<file path="config.mk">
export PLATFORM = sky130hd
export DESIGN_NAME = swudn_node
export DESIGN_NICKNAME = d
export VERILOG_FILES = /design/src/include/swudn_pkg.sv /design/src/verilog/swudn_fifo.sv /design/src/verilog/swudn_node.sv
export SDC_FILE = /design/constraint.sdc
export NUM_CORES = 1
export LEC_CHECK = 0
export BUFFER_PORTS_ARGS = -buffer_cell sky130_fd_sc_hd__buf_4
export CELL_PAD_IN_SITES_DETAIL_PLACEMENT = 1
export CELL_PAD_IN_SITES_GLOBAL_PLACEMENT = 1
export CORE_ASPECT_RATIO = 0.8
export CORE_UTILIZATION = 48
export CTS_CLUSTER_DIAMETER = 80
export DETAILED_ROUTE_END_ITERATION = 10
export MAX_ROUTING_LAYER = met4
export PLACE_DENSITY = 0.8
export SLEW_MARGIN = 0
export SYNTH_ARGS = -nofsm -noshare
export SYNTH_HDL_FRONTEND = slang
export SYNTH_HIERARCHICAL = 1
export SYNTH_SLANG_ARGS = --single-unit
</file>
<file path="constraint.sdc">
create_clock -name core_clk -period 6.7 [get_ports core_clk]
set_clock_uncertainty 0.15 [all_clocks]
set_input_delay 1.34 -clock core_clk [delete_from_list [all_inputs] [get_ports core_clk]]
set_output_delay 1.34 -clock core_clk [all_outputs]
set_load 0.005 [all_outputs]
</file>
<file path="src/include/swudn_pkg.sv">
// Shared constants and types for the single-wire UART datagram node.
package swudn_pkg;

	localparam int CLK_HZ      = 50_000_000;
	localparam int MIN_BAUD    = 9000;
	localparam int DEF_BIT_CYC = CLK_HZ / MIN_BAUD;

	localparam int GLITCH_CYC    = 16;
	localparam int SYNC_FALLS    = 2;
	localparam int SYNC_SHIFT    = 2;
	localparam int SYNC_NEXT_BIT = 3;
	localparam int DATA_BITS     = 8;

	localparam int TIMEOUT_BITS = 63;
	localparam int RECOVER_BITS = 12;
	localparam int RELEASE_BITS = 4;
	localparam int DELAY_STEP   = 8;

	localparam int IDX_ADDR = 1;
	localparam int IDX_REG  = 2;
	localparam int LEN_RD   = 4;
	localparam int LEN_WR   = 8;
	localparam int RW_BIT   = 7;

	localparam logic [2:0] SYNC_LOW_BITS = 3'h5;
	localparam logic [7:0] REPLY_SYNC    = 8'h05;
	localparam logic [7:0] REPLY_ADDR    = 8'hff;
	localparam logic [7:0] CRC_POLY      = 8'h07;
	localparam logic [7:0] CRC_INIT      = 8'h00;

	localparam int REG_W  = 7;
	localparam int WORD_W = 32;

	typedef enum logic [3:0] {
		ST_IDLE    = 4'h0,
		ST_SYNC    = 4'h1,
		ST_DATA    = 4'h3,
		ST_STOP    = 4'h2,
		ST_GAP     = 4'h6,
		ST_START   = 4'h7,
		ST_DELAY   = 4'h5,
		ST_TX      = 4'h4,
		ST_RECOVER = 4'hc
	} swudn_state_e;

endpackage

</file>
<file path="src/verilog/swudn_fifo.sv">
// Flip-flop FIFO with valid and ready on both sides.
`timescale 1ns/10ps
module swudn_fifo #(
	parameter int W     = 39,
	parameter int DEPTH = 16
) (
	input  wire logic         core_clk,  // System clock.
	input  wire logic         rst_b,     // Asynchronous reset, active low.
	input  wire logic         in_valid,  // Write word offered.
	output logic              in_ready,  // Room for a word.
	input  wire logic [W-1:0] in_data,   // Word to store.
	output logic              out_valid, // Word available.
	input  wire logic         out_ready, // Drain side takes the word.
	output logic [W-1:0]      out_data   // Oldest word.
);

	localparam int AW = $clog2(DEPTH);

	logic [W-1:0] mem [DEPTH];
	logic [AW:0]  wr_ptr;
	logic [AW:0]  rd_ptr;
	logic         do_wr;
	logic         do_rd;

	assign in_ready  = (wr_ptr[AW] == rd_ptr[AW]) || (wr_ptr[AW-1:0] != rd_ptr[AW-1:0]);
	assign out_valid = wr_ptr != rd_ptr;
	assign do_wr     = in_valid && in_ready;
	assign do_rd     = out_valid && out_ready;
	assign out_data  = mem[rd_ptr[AW-1:0]];

	always_ff @(posedge core_clk or negedge rst_b) begin
		if (!rst_b) begin
			wr_ptr <= '0;
		end else if (do_wr) begin
			wr_ptr <= wr_ptr + (AW+1)'(1);
		end
	end

	always_ff @(posedge core_clk or negedge rst_b) begin
		if (!rst_b) begin
			rd_ptr <= '0;
		end else if (do_rd) begin
			rd_ptr <= rd_ptr + (AW+1)'(1);
		end
	end

	always_ff @(posedge core_clk) begin
		if (do_wr) begin
			mem[wr_ptr[AW-1:0]] <= in_data;
		end
	end

endmodule

</file>
<file path="src/verilog/swudn_node.sv">
// Single-wire UART datagram node: receiver, reply transmitter and write FIFO.
`timescale 1ns/10ps
module swudn_node #(
	parameter int              BT_W       = 16,
	parameter int              TMR_W      = 24,
	parameter int              FIFO_DEPTH = 16,
	parameter logic [BT_W-1:0] DEF_BIT    = BT_W'(swudn_pkg::DEF_BIT_CYC)
) (
	input  wire logic                          core_clk,               // System clock.
	input  wire logic                          rst_b,                  // Reset, active low.
	input  wire logic                          bus_line_true_in,       // Line level seen.
	output logic                               bus_line_true_out,      // Line level driven.
	output logic                               bus_line_true_oe_b,     // Low while driving.
	input  wire logic                          bus_line_inverted_in,   // Inverted line seen.
	output logic                               bus_line_inverted_out,  // Inverted level.
	output logic                               bus_line_inverted_oe_b, // Low while driving.
	input  wire logic [7:0]                    node_address_setting,   // Base node address.
	input  wire logic                          address_increment_pin,  // Adds one to address.
	input  wire logic [3:0]                    reply_delay_setting,    // Delay in 8-bit steps.
	output logic                               wr_valid,               // Write word ready.
	input  wire logic                          wr_ready,               // Write word taken.
	output logic [swudn_pkg::REG_W-1:0]        wr_reg,                 // Written register.
	output logic [swudn_pkg::WORD_W-1:0]       wr_data,                // Written data.
	output logic                               rd_req,                 // Read request pulse.
	output logic [swudn_pkg::REG_W-1:0]        rd_reg,                 // Register to read.
	input  wire logic [swudn_pkg::WORD_W-1:0]  rd_data,                // Read data word.
	output logic [7:0]                         datagram_count,         // Accepted writes.
	output logic [BT_W-1:0]                    bit_time                // Current bit time.
);
	import swudn_pkg::*;

	localparam int PH_W = BT_W + 2;
	localparam int FW   = REG_W + WORD_W;

	// A low pulse of n cycles shows its rising edge at phase n-1.
	localparam logic [PH_W-1:0] GLITCH    = PH_W'(GLITCH_CYC - 1);
	localparam logic [1:0]      FALL_LAST = 2'(SYNC_FALLS - 1);
	localparam logic [3:0]      BIT_SYNC  = 4'(SYNC_NEXT_BIT);
	localparam logic [3:0]      BIT_LAST  = 4'(DATA_BITS - 1);
	localparam logic [3:0]      TX_DLAST  = 4'(DATA_BITS);
	localparam logic [3:0]      TX_STOP   = 4'(DATA_BITS + 1);
	localparam logic [3:0]      TX_LAST   = 4'(DATA_BITS + 1 + RELEASE_BITS);
	localparam logic [2:0]      B_ADDR    = 3'(IDX_ADDR);
	localparam logic [2:0]      B_REG     = 3'(IDX_REG);
	localparam logic [2:0]      B_WRLAST  = 3'(LEN_WR - 1);
	localparam logic [2:0]      B_RDLAST  = 3'(LEN_RD - 1);

	function automatic logic [7:0] crc8(input logic [7:0] c, input logic [7:0] d);
		logic [7:0] r;
		r = c;
		for (int j = 0; j < 8; j++) begin
			if (r[7] ^ d[j]) begin
				r = {r[6:0], 1'b0} ^ CRC_POLY;
			end else begin
				r = {r[6:0], 1'b0};
			end
		end
		return r;
	endfunction

	swudn_state_e    state;
	swudn_state_e    next_state;
	logic [1:0]      rx_sync;
	logic [1:0]      inc_sync;
	logic            rx;
	logic            rx_d;
	logic            fall;
	logic [PH_W-1:0] phase;
	logic [PH_W-1:0] half;
	logic [PH_W-1:0] bt_last;
	logic [1:0]      falls;
	logic [3:0]      bit_idx;
	logic [2:0]      byte_idx;
	logic [TMR_W-1:0] tmr;
	logic [TMR_W-1:0] lim_gap;
	logic [TMR_W-1:0] lim_rec;
	logic [TMR_W-1:0] lim_dly;
	logic [3:0]      dly_steps;
	logic [BT_W-1:0] good_bt;
	logic [7:0]      sh;
	logic [7:0]      crc;
	logic [7:0]      dg [LEN_WR];
	logic [7:0]      my_addr;
	logic            addr_ok;
	logic            is_wr;
	logic            last_byte;
	logic            crc_ok;
	logic            byte_end;
	logic            accept;
	logic            frame_ok;
	logic            push;
	logic            fifo_ready;
	logic            glitch;
	logic [WORD_W-1:0] reply;
	logic [7:0]      tx_cur;
	logic            drive_b;
	logic            level;
	logic [FW-1:0]   fifo_out;

	////////////////////////////////////////////////////////////////////////////
	// Input synchronisers. The inverted line is not needed for listening.

	always_ff @(posedge core_clk or negedge rst_b) begin
		if (!rst_b) begin
			rx_sync <= 2'h3;
			rx_d    <= 1'b1;
		end else begin
			rx_sync <= {rx_sync[0], bus_line_true_in};
			rx_d    <= rx_sync[1];
		end
	end

	always_ff @(posedge core_clk or negedge rst_b) begin
		if (!rst_b) begin
			inc_sync <= 2'h0;
		end else begin
			inc_sync <= {inc_sync[0], address_increment_pin};
		end
	end

	assign rx   = rx_sync[1];
	assign fall = rx_d && !rx;

	////////////////////////////////////////////////////////////////////////////
	// Decode of the datagram being received.

	assign my_addr   = node_address_setting + {7'h00, inc_sync[1]};
	assign addr_ok   = (dg[B_ADDR] == my_addr) && (my_addr != REPLY_ADDR);
	assign is_wr     = dg[B_REG][RW_BIT];
	assign last_byte = (byte_idx > B_REG) && (byte_idx == (is_wr ? B_WRLAST : B_RDLAST));
	assign crc_ok    = sh == crc;
	assign byte_end  = (state == ST_STOP) && (phase == half) && rx;
	assign accept    = addr_ok && (!is_wr || fifo_ready);
	assign frame_ok  = byte_end && last_byte && crc_ok && accept;
	assign push      = frame_ok && is_wr;

	assign half      = PH_W'(bit_time >> 1);
	assign bt_last   = PH_W'(bit_time) - PH_W'(1);
	assign glitch    = rx && (phase < GLITCH);
	assign dly_steps = (reply_delay_setting == 4'h0) ? 4'h1 : reply_delay_setting;
	assign lim_gap   = TMR_W'(good_bt * TIMEOUT_BITS);
	assign lim_rec   = TMR_W'(good_bt * RECOVER_BITS);
	assign lim_dly   = TMR_W'(bit_time * DELAY_STEP * dly_steps);

	////////////////////////////////////////////////////////////////////////////
	// Sequencer.

	always_comb begin
		next_state = state;
		unique case (state)
			ST_IDLE: begin
				if (fall) begin
					next_state = ST_SYNC;
				end
			end
			ST_SYNC: begin
				if (glitch || &phase) begin
					next_state = ST_RECOVER;
				end else if (fall && falls == FALL_LAST) begin
					next_state = ST_DATA;
				end
			end
			ST_START: begin
				if (glitch || (rx && phase == half)) begin
					next_state = ST_RECOVER;
				end else if (phase == bt_last) begin
					next_state = ST_DATA;
				end
			end
			ST_DATA: begin
				if (phase == bt_last && bit_idx == BIT_LAST) begin
					next_state = ST_STOP;
				end
			end
			ST_STOP: begin
				if (phase == half) begin
					if (!rx) begin
						next_state = ST_RECOVER;
					end else if (!last_byte) begin
						next_state = ST_GAP;
					end else if (!crc_ok) begin
						next_state = ST_RECOVER;
					end else if (accept && !is_wr) begin
						next_state = ST_DELAY;
					end else begin
						next_state = ST_IDLE;
					end
				end
			end
			ST_GAP: begin
				if (fall) begin
					next_state = ST_START;
				end else if (tmr > lim_gap) begin
					next_state = ST_RECOVER;
				end
			end
			ST_RECOVER: begin
				if (rx && tmr >= lim_rec) begin
					next_state = ST_IDLE;
				end
			end
			ST_DELAY: begin
				if (tmr >= lim_dly - TMR_W'(1)) begin
					next_state = ST_TX;
				end
			end
			ST_TX: begin
				if (phase == bt_last && bit_idx == TX_LAST && byte_idx == B_WRLAST) begin
					next_state = ST_IDLE;
				end
			end
			default: begin
				next_state = ST_IDLE;
			end
		endcase
	end

	always_ff @(posedge core_clk or negedge rst_b) begin
		if (!rst_b) begin
			state <= ST_IDLE;
		end else begin
			state <= next_state;
		end
	end

	////////////////////////////////////////////////////////////////////////////
	// Bit phase, bit index and byte index.

	always_ff @(posedge core_clk or negedge rst_b) begin
		if (!rst_b) begin
			phase <= '0;
		end else if (next_state != state ||
			((state == ST_DATA || state == ST_TX) && phase == bt_last)) begin
			phase <= '0;
		end else if (state inside {ST_SYNC, ST_START, ST_DATA, ST_STOP, ST_TX}) begin
			phase <= phase + PH_W'(1);
		end
	end

	always_ff @(posedge core_clk or negedge rst_b) begin
		if (!rst_b) begin
			falls <= 2'h0;
		end else if (state != ST_SYNC) begin
			falls <= 2'h0;
		end else if (fall) begin
			falls <= falls + 2'h1;
		end
	end

	always_ff @(posedge core_clk or negedge rst_b) begin
		if (!rst_b) begin
			bit_idx <= 4'h0;
		end else if (next_state != state) begin
			bit_idx <= (state == ST_SYNC) ? BIT_SYNC : 4'h0;
		end else if ((state == ST_DATA || state == ST_TX) && phase == bt_last) begin
			if (state == ST_TX && bit_idx == TX_STOP && byte_idx != B_WRLAST) begin
				bit_idx <= 4'h0;
			end else begin
				bit_idx <= bit_idx + 4'h1;
			end
		end
	end

	always_ff @(posedge core_clk or negedge rst_b) begin
		if (!rst_b) begin
			byte_idx <= 3'h0;
		end else if (next_state != state && next_state inside {ST_SYNC, ST_TX}) begin
			byte_idx <= 3'h0;
		end else if (byte_end && !last_byte) begin
			byte_idx <= byte_idx + 3'h1;
		end else if (state == ST_TX && phase == bt_last && bit_idx == TX_STOP &&
			byte_idx != B_WRLAST) begin
			byte_idx <= byte_idx + 3'h1;
		end
	end

	// One timer serves the byte gap, the recovery idle time and the reply delay.
	always_ff @(posedge core_clk or negedge rst_b) begin
		if (!rst_b) begin
			tmr <= '0;
		end else if (fall && (state == ST_IDLE || state == ST_GAP)) begin
			tmr <= '0;
		end else if (next_state != state && next_state inside {ST_RECOVER, ST_DELAY}) begin
			tmr <= '0;
		end else if (state == ST_RECOVER && !rx) begin
			tmr <= '0;
		end else if (!(&tmr)) begin
			tmr <= tmr + TMR_W'(1);
		end
	end

	// Four bit times span start falling edge to the bit 2 to bit 3 edge.
	// That edge is seen at phase span-1, so one is added before the divide.
	always_ff @(posedge core_clk or negedge rst_b) begin
		if (!rst_b) begin
			bit_time <= DEF_BIT;
		end else if (state == ST_SYNC && next_state == ST_DATA) begin
			bit_time <= BT_W'((phase + PH_W'(1)) >> SYNC_SHIFT);
		end
	end

	always_ff @(posedge core_clk or negedge rst_b) begin
		if (!rst_b) begin
			good_bt <= DEF_BIT;
		end else if (byte_end && last_byte && crc_ok) begin
			good_bt <= bit_time;
		end
	end

	////////////////////////////////////////////////////////////////////////////
	// Byte assembly, datagram store and CRC.

	always_ff @(posedge core_clk or negedge rst_b) begin
		if (!rst_b) begin
			sh <= 8'h00;
		end else if (state == ST_SYNC && next_state == ST_DATA) begin
			sh[2:0] <= SYNC_LOW_BITS;
		end else if (state == ST_DATA && phase == half) begin
			sh[bit_idx[2:0]] <= rx;
		end
	end

	always_ff @(posedge core_clk) begin
		if (byte_end && !last_byte) begin
			dg[byte_idx] <= sh;
		end
	end

	always_ff @(posedge core_clk or negedge rst_b) begin
		if (!rst_b) begin
			crc <= CRC_INIT;
		end else if (state == ST_IDLE || state == ST_DELAY) begin
			crc <= CRC_INIT;
		end else if (byte_end) begin
			crc <= crc8(crc, sh);
		end else if (state == ST_TX && phase == bt_last && bit_idx == TX_DLAST) begin
			crc <= crc8(crc, tx_cur);
		end
	end

	////////////////////////////////////////////////////////////////////////////
	// Read request, reply word and write counter.

	always_ff @(posedge core_clk or negedge rst_b) begin
		if (!rst_b) begin
			rd_req <= 1'b0;
			rd_reg <= '0;
		end else begin
			rd_req <= frame_ok && !is_wr;
			if (frame_ok && !is_wr) begin
				rd_reg <= dg[B_REG][REG_W-1:0];
			end
		end
	end

	always_ff @(posedge core_clk or negedge rst_b) begin
		if (!rst_b) begin
			reply <= '0;
		end else if (state == ST_DELAY && next_state == ST_TX) begin
			reply <= rd_data;
		end
	end

	always_ff @(posedge core_clk or negedge rst_b) begin
		if (!rst_b) begin
			datagram_count <= 8'h00;
		end else if (push) begin
			datagram_count <= datagram_count + 8'h01;
		end
	end

	always_comb begin
		unique case (byte_idx)
			3'h0: tx_cur = REPLY_SYNC;
			3'h1: tx_cur = REPLY_ADDR;
			3'h2: tx_cur = {1'b0, rd_reg};
			3'h3: tx_cur = reply[31:24];
			3'h4: tx_cur = reply[23:16];
			3'h5: tx_cur = reply[15:8];
			3'h6: tx_cur = reply[7:0];
			3'h7: tx_cur = crc;
		endcase
	end

	////////////////////////////////////////////////////////////////////////////
	// Line drivers. The bit clock is the request's own bit time.

	always_ff @(posedge core_clk or negedge rst_b) begin
		if (!rst_b) begin
			drive_b <= 1'b1;
			level   <= 1'b1;
		end else begin
			drive_b <= state != ST_TX;
			if (state != ST_TX || bit_idx > TX_DLAST) begin
				level <= 1'b1;
			end else if (bit_idx == 4'h0) begin
				level <= 1'b0;
			end else begin
				level <= tx_cur[3'(bit_idx - 4'h1)];
			end
		end
	end

	assign bus_line_true_out      = level;
	assign bus_line_inverted_out  = !level;
	assign bus_line_true_oe_b     = drive_b;
	assign bus_line_inverted_oe_b = drive_b;

	////////////////////////////////////////////////////////////////////////////
	// Write FIFO; a full FIFO refuses the write and leaves the counter alone.

	swudn_fifo #(
		.W     (FW),
		.DEPTH (FIFO_DEPTH)
	) u_fifo (
		.core_clk  (core_clk),
		.rst_b     (rst_b),
		.in_valid  (push),
		.in_ready  (fifo_ready),
		.in_data   ({dg[B_REG][REG_W-1:0], dg[3], dg[4], dg[5], dg[6]}),
		.out_valid (wr_valid),
		.out_ready (wr_ready),
		.out_data  (fifo_out)
	);

	assign wr_reg  = fifo_out[FW-1:WORD_W];
	assign wr_data = fifo_out[WORD_W-1:0];
endmodule

</file>
; Word-level counts from Yosys, hierarchy flattened
; Memory sizes are Yosys's and may differ from the RTL's.
; Index checks and enable logic that the tools add are counted.
[word_totals]
elab_cells = 287
ramBits = 688
input_bits = 50
output_inout_bits = 76
n_memories = 2
register_bits = 168
[op_classes]
reduce_logical = 66
n_eq_ne = 39
bitwise = 32
mul = 3
mux = 102
order_cmp = 9
n_addsub = 12
[mem_list]
columns = memory, depth, word_bits, rd, rd_ports_with_merged_regs, write_ports, line_no
row1 = u_fifo.mem, 16, 39, 1, 0, 1, swudn_fifo.sv:19  ; logic [W-1:0] mem [DEPTH];
row2 = dg, 8, 8, 6, 0, 1, swudn_node.sv:82  ; logic [7:0] dg [LEN_WR];
[op_table]
columns = op, count
row1 = two-way mux 8 bit, 38
row2 = two-way mux 24 bit, 4
row3 = two-way mux 4 bit, 19
row4 = two-way mux 3 bit, 23
row5 = case mux 8 bit (8 select lines), 1
row6 = inverter 3 bit, 15
row7 = logical AND 1 bit, 37
row8 = two-way mux 18 bit, 2
row9 = case mux 4 bit (9 select lines), 1
row10 = equality test 4 x 3 -> 1 bit (second input constant), 7
row11 = adder 24 x 1 -> 24 bit (second input constant), 1
row12 = greater-or-equal comparator 24 x 20 -> 1 bit, 1
row13 = greater-or-equal comparator 24 bit, 1
row14 = > comparator 24 x 22 -> 1 bit, 1
row15 = AND reduction 24 bit, 1
row16 = subtractor 23 x 1 -> 24 bit (second input constant), 1
row17 = multiplier 16 x 6 -> 22 bit (second input constant), 1
row18 = equality test 4 bit (second input constant), 5
row19 = multiplier 16 x 4 -> 20 bit, 1
row20 = adder 18 x 1 -> 18 bit (second input constant), 1
row21 = equality test 18 x 15 -> 1 bit, 1
row22 = equality test 18 bit, 1
row23 = less-than comparator 18 x 4 -> 1 bit (second input constant), 1
row24 = multiplier 16 x 2 -> 18 bit (second input constant), 1
row25 = 44 further kinds, 98

; Depth between registers and ports, before layout
[logic_depth]
word_depth = 42
ltp_mapped = 31
mapped_depth_nobuf = 27

; By module
; Netlist, hierarchy kept.
[by_module_without_submodules]
columns = module, instances, seq_area_each_um2, area_per_inst_um2, cells_each
row1 = swudn_fifo, 1, 18988.2, 24481.0, 1118
row2 = swudn_node, 1, 5421.4, 17498.0, 1797

; Worst setup path after synthesis
; OpenSTA, ideal clock, no wires.
[synth_timing]
path_kind = input to register
startpoint = in reply_delay_setting[3]
endpoint = reg phase[13]
cell_stages = 29
t_required_ns = 6.481
path_buffers = 3
setup_time_ns = 0.069
path_slack_ns = -1.172
arrival_ns = 7.652
path_cell_list = clkbuf_1 > nand2_1 > fa_1 > inv_1 > fa_1 > fa_1 > a21o_1 > a21oi_1 > o21ai_0 > a31o_2 > nand4_1 > o311ai_1 > nand3b_1 > or3_1 > or4b_1 > xnor2_1 > ha_1 > a21o_1 > a21oi_1 > o211ai_1 > a21oi_1 > a211oi_1 > and3_1 > o21ai_2 > nor2_2 > or4_4 > buf_6 > buf_12 > nor2_4
[synth_via]
elab_chain_len = 10
elab_cells_between_ends = 11
cone_classes = 1 x add/sub / 1 x mul / 1 x order compare / 1 x eq/ne / 4 x mux / 3 x reduce/logical
[synth_rtl]
columns = item, line_no
row1 = "start, declared", swudn_node.sv:19  ; input wire logic [3:0] reply_delay_setting,
row2 = logical NOT 4 bit, swudn_node.sv:140  ; assign dly_steps = (reply_delay_setting == 4'h0) ? 4'h1 : reply_delay_setting;
row3 = two-way mux 4 bit (*), swudn_node.sv:140
row4 = multiplier 16 x 4 -> 20 bit (*), swudn_node.sv:143  ; assign lim_dly = TMR_W'(bit_time * DELAY_STEP * dly_steps);
row5 = subtractor 23 x 1 -> 24 bit (*), swudn_node.sv:203  ; if (tmr >= lim_dly - TMR_W'(1)) begin
row6 = greater-or-equal comparator 24 bit (*), swudn_node.sv:203
row7 = two-way mux 4 bit (*), swudn_node.sv:203
row8 = case mux 4 bit (9 select lines) (*), swudn_node.sv:150  ; unique case (state)
row9 = via next_state[0], swudn_node.sv:62  ; swudn_state_e next_state;
row10 = != test 4 bit (*), swudn_node.sv:232  ; end else if (next_state != state ||
row11 = logical OR 1 bit (*), swudn_node.sv:232
row12 = two-way mux 18 bit or nonzero test 2 bit (tied branches), --
row13 = "end signal, assigned", swudn_node.sv:236  ; phase <= phase + PH_W'(1);
row14 = "end, declared", swudn_node.sv:68  ; logic [PH_W-1:0] phase;
; The timed path passes the listed nets; every way through them passes the cells marked *.
; A chain may end at the register's enable or synchronous reset.

; Worst setup path in the final report
[layout_timing]
startpoint = in reply_delay_setting[3]
endpoint = reg phase[3]
; The elaborated chain is that of the path after synthesis.

==> impl_metrics.tcl <==
set metrics [dict create \
    status "complete, but fails checks" \
    failed_checks "negative setup slack" \
    drv_slew 0 \
    swShare 0.207 \
    ys_types 99 \
    min_path_cells 0 \
    setup_slack_ns -0.612 \
    vias_per_cell 6.20 \
    synthTopCellsByArea "edfxtp_1 48%, dfrtp_1 8.8%, mux4_2 6.3%, ha_1 4.5%, fa_1 3.4%" \
    wl_met1_mm 52.1 \
    antenna_found_initial 2 \
    regToRegSetupSlack_ns -0.57 \
    dr.pass1.iters 6 \
    rsz0062_at_grt "yes" \
    maxCapViolCount 0 \
    gp_congestion 0.894 \
    synth-seq-cells 840 \
    grt_max_degree 85 \
    cp-start-kind "input pin" \
    yosys_warnings 6 \
    routed-wl-met2_mm 62.1 \
    synth-main-ff-cell "edfxtp_1" \
    cts_tree "done" \
    arrival_ns 7.72 \
    first_global_vias 29500 \
    htree_levels 3 \
    final_common_cell "edfxtp_1" \
    routed_wl_mm 126 \
    worstReg2RegEnd "phase[3]" \
    hold_viol 0 \
    yosysSeqAreaShare 0.581 \
    synthesis.area_um2 42000 \
    wl_per_cell_um 28.4 \
    synth_top_area_frac 0.481 \
    drt.antenna.violating_nets 0 \
    power_density_nw_per_um2 209 \
    hpwl_mm 76.2 \
    nets 3502 \
    ir_worst_vdd_mv 0.200 \
    r2r_start "good_bt[5]" \
    period_share 1.09 \
    avgSynthCellArea_um2 14.4 \
    hold_path_end "rx_sync[1]" \
    grt_overflow_total 0 \
    cp.required_ns 7.11 \
    yosys.area.top_type "edfxtp_1" \
    worstSkewPairLatency_ns 0.67 \
    clock_power_share 0.455 \
    drt_iter0_drc 2487 \
    holdWs_ns 0.206 \
    pin_count 126 \
    setup_viol 62 \
    finalCriticalPeriod_ns 7.31 \
    pwr-share-comb 0.008 \
    largest_reg_flops 624 \
    die_area_um2 88700 \
    route.met3.wl_mm 8.56 \
    die_h_um 267 \
    async_reset_ff_frac 0.200 \
    mostFrequentLayoutCells "672 x edfxtp_1, 344 x buf_4, 143 x dfrtp_1" \
    grt_pass1_wl_mm 187 \
    cts_buffer_depth 3 \
    clk_pin_slew_ns 0.06 \
    switching_power_uw 2150 \
    cts.sinks 840 \
    layout-drive-gt1-share 0.276 \
    p_int_uw 8220 \
    syn_to_final_growth_pct 18.0 \
    fmax_mhz 137 \
    grt_usage 0.290 \
    leakagePower_uw 0.0160 \
    worstSetupEndpointType "flop" \
    highest_layer "met4" \
    vias 27500 \
    cp_max_fo 5 \
    start_util 0.487 \
    drc 0 \
    critical_path_class "input pin to flop" \
    finalPower_uw 10400 \
    slew_headroom 0.0701 \
    r2r_cells 27 \
    register_area_um2 24400 \
    cts_root_buf "clkbuf_16" \
    n_fill_cell 8121 \
    coreArea_um2 86100 \
    synth_fp_nets 3189 \
    multi_input_area_um2 17300 \
    worst_slew_pin_slew_ns 1.38 \
    hold_class "flop to flop" \
    synth_edf_count 672 \
    seqPwrFrac 0.537 \
    numCtsBuffers 83 \
    rows 96 \
    portBuffers 124 \
    die_w_um 333 \
    syn-instance-count 2915 \
    hold_start "rx_sync[0]" \
]
==> what timing repair did <==
| item | 4_1_cts | 5_1_grt |
|---|---|---|
| setup buffers | 42 | 20 |
| setup endpoints to repair | 83 | 83 |
| hold buffers | 0 | 0 |
| gates cloned | 4 | 4 |
| gates resized for setup | 91 | 104 |
| pin swaps | 61 | 85 |
==> kinds of logic (layout without fill, tap and decap cells) <==
kind of cell	after synthesis	in the layout	share of synthesized area
buf+inv	280	661	0.0303
simple gates	610	610	0.0791
other cells	0	4	0
fa+ha+maj	224	224	0.0796
xor+xnor	229	229	0.0486
compound gates	416	416	0.0679
mux	316	316	0.113
flops	840	840	0.581
==> cell usage after synthesis (8+ instances only) <==
cell type	n
a211o_1	9
nor2b_1	19
o21bai_1	8
a31oi_1	8
dfstp_2	21
inv_1	128
nor2_1	113
a211oi_1	10
dfrtp_1	147
nor4_1	17
o21ai_1	44
clkbuf_1	71
buf_6	11
o211ai_1	15
nor2_4	10
ha_1	152
xnor2_1	131
and3_1	31
mux2i_1	129
edfxtp_1	672
nand2_1	132
nand4_1	33
a21oi_1	78
mux2_2	68
buf_2	45
a32oi_1	40
or3_1	20
mux4_2	118
nand3_1	52
a21o_1	18
xor2_1	95
o21a_1	12
and2_1	55
nor3_1	47
a22oi_1	41
o21ai_0	62
nand2b_1	21
buf_4	15
fa_1	72
==> metrics by stage <==
stage	cells	util	setup TNS [ns]	worst slack (ns)	area, um2
6_report	4427	0.575	-32.25	-0.612	49500
2_1_floorplan	2915	-	-37.20	-0.722	42200
4_1_cts	4404	0.567	-24.32	-0.499	48900
3_3_place_gp	4206	0.527	-74.42	-1.14	45400
5_1_grt	4425	0.575	-49.76	-0.843	49500
3_5_place_dp	4206	0.527	-93.19	-1.37	45400
==> routing by layer <==
metal	GRT usage	up-vias
met3	0.0381	220
met2	0.476	1209
met5	-	-
met1	0.384	14400
met4	0.0712	0
li1	-	11600
==> how the worst max path moves through the flow <==
| stage | start | end | slack (ns) | cells past startpoint |
|---|---|---|---|---|
| 2_1_floorplan | reply_delay_setting[1] | phase[13] | -0.72 | 28 |
| 3_3_place_gp | reply_delay_setting[3] | phase[14] | -1.14 | 29 |
| 3_5_place_dp | reply_delay_setting[3] | phase[17] | -1.37 | 29 |
| 4_1_cts | reply_delay_setting[1] | phase[2] | -0.50 | 28 |
| 5_1_grt | reply_delay_setting[3] | reply[3] | -0.84 | 29 |
| 6_report | reply_delay_setting[3] | phase[3] | -0.61 | 28 |
==> cell type report <==
cell class              instances  share of cell area
diodes                          4            0.000202
flip-flops and latches        840               0.493
well taps                    1127              0.0285
inverters                     128             0.00970
multi-input cells            1795               0.350
repair buffers                380              0.0647
clock inverters                43             0.00902
clock buffers                 110              0.0452
==> power groups by stage <==
stage | Combinational, uW | Sequential (uW) | Clock (uW)
after global routing | 89.6 | 5570 | 4910
after CTS | 79.6 | 5570 | 4760
after detailed placement | 76.1 | 5680 | 0
after global placement | 72.9 | 5680 | 0
after floorplan | 21.8 | 5680 | 0
final | 80.9 | 5570 | 4720
==> worst max-delay path: stages <==
cell and delay [ns]:
buf_12 0.09, nand2_4 0.04, fa_1 0.55, inv_2 0.04
fa_1 0.48, fa_2 0.37, a21o_1 0.22, a21oi_4 0.19
buf_4 0.14, o21bai_1 0.09, a21oi_1 0.26, xnor2_1 0.15
or3_4 0.35, or4_4 0.43, or4b_4 0.57, xnor2_2 0.14
ha_1 0.31, a21o_1 0.20, a21oi_2 0.12, o211ai_1 0.10
a21oi_2 0.18, a211oi_1 0.09, and3_1 0.19, o21ai_2 0.09
nor2_2 0.07, or4_4 0.61, buf_16 0.20, nor2_2 0.08
No activity file was read; power rests on OpenSTA's default activity.
